$ cat src/csf_pkg.sv
// Shared constants and types for the status-flag logic.
package csf_pkg;

  // Register-file address of the flag register.
  localparam logic [7:0] CSF_FLAG_ADDR = 8'hFC;

  // Bit positions in the flag register.
  localparam int CSF_BIT_CARRY = 7;
  localparam int CSF_BIT_ZERO  = 6;
  localparam int CSF_BIT_SIGN  = 5;
  localparam int CSF_BIT_OVFL  = 4;
  localparam int CSF_BIT_DEC   = 3;
  localparam int CSF_BIT_HALF  = 2;
  localparam int CSF_BIT_USR1  = 1;
  localparam int CSF_BIT_USR0  = 0;

  // Flag contents are indeterminate after reset; we pick zero.
  localparam logic [7:0] CSF_FLAG_RESET = 8'h00;

  // Operation classes presented by the execution datapath.
  typedef enum logic [2:0] {
    CSF_OP_NONE  = 3'b000,
    CSF_OP_ADD   = 3'b001,
    CSF_OP_SUB   = 3'b010,
    CSF_OP_LOGIC = 3'b011,
    CSF_OP_SHIFT = 3'b100
  } csf_op_t;

  // Jump condition codes; only C, V, Z, S are testable.
  typedef enum logic [3:0] {
    CSF_CC_NEVER = 4'h0,
    CSF_CC_ALWAYS = 4'h1,
    CSF_CC_C     = 4'h2,
    CSF_CC_NC    = 4'h3,
    CSF_CC_Z     = 4'h4,
    CSF_CC_NZ    = 4'h5,
    CSF_CC_S     = 4'h6,
    CSF_CC_NS    = 4'h7,
    CSF_CC_V     = 4'h8,
    CSF_CC_NV    = 4'h9
  } csf_cc_t;

endpackage : csf_pkg

$ cat src/csf_cond_eval.sv
// Conditional-jump evaluator over the testable flags.
`timescale 1ns/1ps
`default_nettype none
module csf_cond_eval
  import csf_pkg::*;
(
  // Flag contents.
  input  wire logic [7:0] flags,
  // Condition request.
  input  wire logic [3:0] cond,
  // Decision.
  output logic            taken
);

  // Only carry, zero, sign and overflow feed the decision; D, H and the
  // user bits are never looked at.
  always_comb begin
    case (cond)
      CSF_CC_NEVER:  taken = 1'b0;
      CSF_CC_ALWAYS: taken = 1'b1;
      CSF_CC_C:      taken = flags[CSF_BIT_CARRY];
      CSF_CC_NC:     taken = ~flags[CSF_BIT_CARRY];
      CSF_CC_Z:      taken = flags[CSF_BIT_ZERO];
      CSF_CC_NZ:     taken = ~flags[CSF_BIT_ZERO];
      CSF_CC_S:      taken = flags[CSF_BIT_SIGN];
      CSF_CC_NS:     taken = ~flags[CSF_BIT_SIGN];
      CSF_CC_V:      taken = flags[CSF_BIT_OVFL];
      CSF_CC_NV:     taken = ~flags[CSF_BIT_OVFL];
      default:       taken = 1'b0;
    endcase
  end

endmodule // csf_cond_eval
`default_nettype wire

$ cat src/csf_flags.sv
// Status-flag register with flag update and jump-condition output.
`timescale 1ns/1ps
`default_nettype none
module csf_flags
  import csf_pkg::*;
(
  // Clock and reset.
  input  wire logic       sys_clk,
  input  wire logic       rst,
  // Operation result from the execution datapath.
  input  wire logic       op_valid,
  input  wire logic [2:0] op_class,
  input  wire logic [7:0] op_a,
  input  wire logic [7:0] op_b,
  input  wire logic [7:0] op_result,
  input  wire logic       op_carry,
  input  wire logic       op_half,
  input  wire logic       shift_out,
  input  wire logic [7:0] op_mask,
  // Register-file access.
  input  wire logic       reg_wr,
  input  wire logic [7:0] reg_addr,
  input  wire logic [7:0] reg_wdata,
  output logic [7:0]      reg_rdata,
  // Branch condition.
  input  wire logic [3:0] jump_cond,
  output logic            jump_taken,
  // Flag contents.
  output logic [7:0]      flags
);

  logic [7:0] next_flags;
  logic       ovf_add;
  logic       ovf_sub;
  logic       ovf_shift;
  logic       addr_hit;
  logic       op_live;

  // Signed overflow: add operands of equal sign, or subtract operands of differing sign, giving a result whose sign differs from op_a.
  assign ovf_add   = (op_a[7] == op_b[7]) && (op_result[7] != op_a[7]);
  assign ovf_sub   = (op_a[7] != op_b[7]) && (op_result[7] != op_a[7]);
  // A shift overflows when the sign changes between operand and result.
  assign ovf_shift = op_a[7] ^ op_result[7];
  assign addr_hit  = (reg_addr == CSF_FLAG_ADDR);
  // An operation only lands when no flag write claims the same edge.
  assign op_live   = op_valid && !(reg_wr && addr_hit);

  // Zero detect, shared by every operation class that updates the flag.
  function automatic logic is_zero(input logic [7:0] value);
    return (value == 8'h00);
  endfunction

  // Next flag value. A register write is taken after the operation so
  // that software explicitly loading the flags has the last word.
  always_comb begin
    logic [7:0] upd;
    upd = flags;
    case (csf_op_t'(op_class))
      CSF_OP_ADD, CSF_OP_SUB: begin
        upd[CSF_BIT_CARRY] = op_carry;
        upd[CSF_BIT_ZERO]  = is_zero(op_result);
        upd[CSF_BIT_SIGN]  = op_result[7];
        upd[CSF_BIT_OVFL]  = (op_class == CSF_OP_ADD) ? ovf_add
                                                      : ovf_sub;
        upd[CSF_BIT_DEC]   = (op_class == CSF_OP_SUB);
        upd[CSF_BIT_HALF]  = op_half;
      end
      CSF_OP_LOGIC: begin
        upd[CSF_BIT_ZERO]  = is_zero(op_result);
        upd[CSF_BIT_SIGN]  = op_result[7];
        upd[CSF_BIT_OVFL]  = 1'b0;
      end
      CSF_OP_SHIFT: begin
        upd[CSF_BIT_CARRY] = shift_out;
        upd[CSF_BIT_ZERO]  = is_zero(op_result);
        upd[CSF_BIT_SIGN]  = op_result[7];
        upd[CSF_BIT_OVFL]  = ovf_shift;
      end
      default: upd = flags;
    endcase
    // Instruction-level mask leaves unaffected flags untouched; the user
    // bits are never touched by the arithmetic path.
    upd[CSF_BIT_USR1] = flags[CSF_BIT_USR1];
    upd[CSF_BIT_USR0] = flags[CSF_BIT_USR0];
    next_flags = flags;
    if (op_valid) begin
      next_flags = (upd & op_mask) | (flags & ~op_mask);
    end
    if (reg_wr && addr_hit) begin
      next_flags = reg_wdata;
    end
  end

  // Flag register; reset value is a fixed choice for determinism.
  always_ff @(posedge sys_clk) begin
    if (rst) begin
      flags <= CSF_FLAG_RESET;
    end else begin
      flags <= next_flags;
    end
  end

  // Reads return the live flags at the flag address, zero elsewhere.
  assign reg_rdata = addr_hit ? flags : 8'h00;

  // Branch decision sees only the testable flags.
  csf_cond_eval u_cond (
    .flags (flags),
    .cond  (jump_cond),
    .taken (jump_taken)
  );
endmodule // csf_flags
`default_nettype wire

$ cat config.mk
export PLATFORM = sky130hd
export DESIGN_NAME = csf_flags
export DESIGN_NICKNAME = d
export VERILOG_FILES = /design/src/csf_pkg.sv /design/src/csf_cond_eval.sv /design/src/csf_flags.sv
export SDC_FILE = /design/constraint.sdc
export NUM_CORES = 1
export LEC_CHECK = 0
export BUFFER_PORTS_ARGS = -buffer_cell sky130_fd_sc_hd__buf_2
export CORE_UTILIZATION = 35
export CTS_BUF_LIST = sky130_fd_sc_hd__clkbuf_8
export CTS_CLUSTER_SIZE = 30
export DETAILED_ROUTE_END_ITERATION = 12
export GPL_ROUTABILITY_DRIVEN = 0
export PLACE_DENSITY = 0.86
export SETUP_SLACK_MARGIN = 0.4
export SLEW_MARGIN = 20
export SYNTH_ARGS = -nofsm -noshare
export SYNTH_HDL_FRONTEND = slang
export SYNTH_SLANG_ARGS = --single-unit
$ cat constraint.sdc
create_clock -name sys_clk -period 1.2 [get_ports sys_clk]
set_input_delay 0 -clock sys_clk [delete_from_list [all_inputs] [get_ports sys_clk]]
set_output_delay 0 -clock sys_clk [all_outputs]
set_load 0.005 [all_outputs]
==> results.ini <==
[detailed_routing]
drc = 0
drtAntennaViolNets = 0
viasPerCell = 5.57
first_iter_violations = 33
postRouteWirelength_um = 3100
num_vias = 1042
wl_per_cell_um = 16.6
drtPass1Iterations = 4

[setup_path]
crit_path_max_fanout = 2
ff2ff_setup_slack_ns = 0.16
worstSetupStartpointType = flop
cpPeakStageDelay_ns = 0.32
r2r_cells = 4
crit_type = reg -> out
arrival_ns = 1.20
worst_setup_path_end_kind = output pin
cp_slowest_cell = dfxtp_2
critPathRequiredTime_ns = 1.20
critPathBufInv = 1
crit_family = compound AO/OA/AOI/OAI gates
cp_cell_sequence = mux2i_2, a22oi_1, o22ai_1, a21oi_2, buf_2

[placed_design]
dpl.hpwl_um = 1820
dp_cells = 178
numPortBuffers = 62

[logic_synthesis]
synth_top_area_frac = 0.223
ys.flop_type = dfxtp_1
netlist_area_um2 = 719
yosysTopAreaCell = dfxtp_1
async_flop_share = 0
ys.warnings.count = 0
syn_nets = 151
synth.avg_cell_area_um2 = 8.08
synth_edf_count = 0
synthTopCellsByCount = 8 x a21oi_1, 8 x and2_1, 8 x dfxtp_1, 7 x nor2_1
yosys_register_bits = 8
synthDistinctLibCells = 40
synth.area.top_cells = dfxtp_1 22%, and2_1 7.0%, a21oi_1 5.6%
seq_area_frac_synth = 0.223
netlist_instances = 89

[power_and_ir_drop]
powerDensity_nw_per_um2 = 638
power.share.combinational = 0.291
leakagePower_nw = 0.628
p_int_mw = 0.621
seqPwrFrac = 0.324
switching_share = 0.278
finalPower_mw = 0.860
worst_ir_drop_vdd_uv = 584
clock_power_share = 0.385
p_sw_mw = 0.239

[sta]
skew_ns = 0
max_freq_mhz = 832
final-setup-viol-count = 1
fin_tns_setup_ns = -0.00131
rsz0062_at_grt = yes
relSlewSlack = 0.789
finalCritPeriodShare = 1.00
period_needed_ns = 1.20
finalHoldViolCount = 0
tightest_slew_ns = 0.315
finalWorstSetupSlack_ns = -0.00131
finalMaxSlewViolations = 0

[job]
cap_violations = 0

[run_status]
violations = negative setup slack
outcome = finished with violations

[floorplanning]
die_w_um = 47.3
top_level_ports = 79
rows = 16
die_y_um = 47.3
die_area_um2 = 2240
start_util = 0.370
core-area_um2 = 1940

[grt]
grt_pass1_vias = 957
grt_max_degree = 9
grtUsageTotal = 0.260
antenna_found_initial = 0
grt_pass1_wl_um = 4060
overflow = 0

[worst_hold_path]
min-delay-start = reg_wdata[6]
holdPathStages = 3
hold_path.class = in -> reg

[cts]
clock_path_buffers = 2
cts_root_buf = clkbuf_8
htreeDepth = 1
clock_sinks = 8
clkTransAtPathRegs_ns = 0.05
clk_latency_ns = 0.22
cts_tree = yes
numCtsBuffers = 3

[finish]
nets = 224
antennaDiodeCount = 0
instances_no_fill = 187
drive_above_1_share = 0.713
utilization = 0.694
area_delta_synth_final_pct = 87.3

-- stage by stage --
step / worst slack, ns / area [um^2] / hold WS (ns)
2_1_floorplan: 0.119 / 737 / 0.0383
3_3_place_gp: 0.0318 / 1090 / 0.268
3_5_place_dp: -0.0399 / 1090 / 0.271
4_1_cts: -0.00307 / 1240 / 0.0310
5_1_grt: -0.0575 / 1350 / 0.0715
6_report: -0.00131 / 1350 / 0.0659
-- power by group through the flow --
stage / combinational [mW] / sequential (mW) / clock (mW)
floorplan: 0.0922 / 0.282 / 0
global placement: 0.199 / 0.283 / 0
detailed placement: 0.208 / 0.283 / 0
CTS: 0.235 / 0.277 / 0.322
global route: 0.270 / 0.279 / 0.351
finish: 0.250 / 0.279 / 0.331
-- cell usage in the layout (no fill, tap or decap), types with 2 or more instances in the layout --
cell type and count:
nand4_1 2, nand3_1 5, nor2_4 4, a21bo_2 2, mux2i_1 3, nor4_1 2, nand2_1 3, a211oi_2 2
buf_2 50, dfxtp_2 5, dfxtp_1 3, o211ai_1 2, or4b_4 2, xor2_1 3, buf_6 13, nor2_1 3
a21oi_1 2, clkbuf_8 3, a311oi_2 2, nand2b_1 2, nand2_2 2, buf_4 10, and2_4 8, a21oi_2 6
-- metal layers --
metal / track usage / vias up / wire length, um
met5: 0 / - / 0
met4: 0.0743 / 0 / 42
met3: 0.0346 / 6 / 208
met2: 0.507 / 62 / 1730
met1: 0.286 / 496 / 1120
li1: - / 478 / -
-- cells by family after synthesis --
family / after synthesis / share of synthesized area
AND/OR/NAND/NOR: 39 / 0.320
XOR/XNOR: 4 / 0.0487
AO/OA/AOI/OAI: 26 / 0.296
multiplexers: 4 / 0.0557
buffers and inverters: 8 / 0.0574
flip-flops: 8 / 0.223
-- timing repair --
item                                    CTS  global route
gates cloned                              1             0
buffers inserted                          5             0
gates resized for setup                  13            27
pin swaps                                23            10
endpoints found under the setup margin   17            19
hold buffers                              0             0
-- area by class of cell --
cell class	count	area, um^2
well taps	27	33.8
flip-flops and latches	8	166
repair buffers	73	472
fillers	148	594
clock buffers	3	41.3
multi-input cells	74	627
inverters	2	7.51
-- worst min-delay path, cell delays in order --
cell	delay, ns
buf_2	0.11
nor2_4	0.10
a311oi_2	0.04
-- worst max path at each step --
stage                            from         end  slack (ns)  cells after the start
after detailed placement  reg_addr[7]        flop       -0.04                      5
after CTS                        flop  jump_taken      -0.003                      5
after floorplan           reg_addr[6]        flop        0.12                      5
after global placement    reg_addr[7]        flop        0.03                      5
after global routing             flop  jump_taken       -0.06                      5
final                            flop  jump_taken      -0.001                      5
No activity file was read; power rests on OpenSTA's default activity.
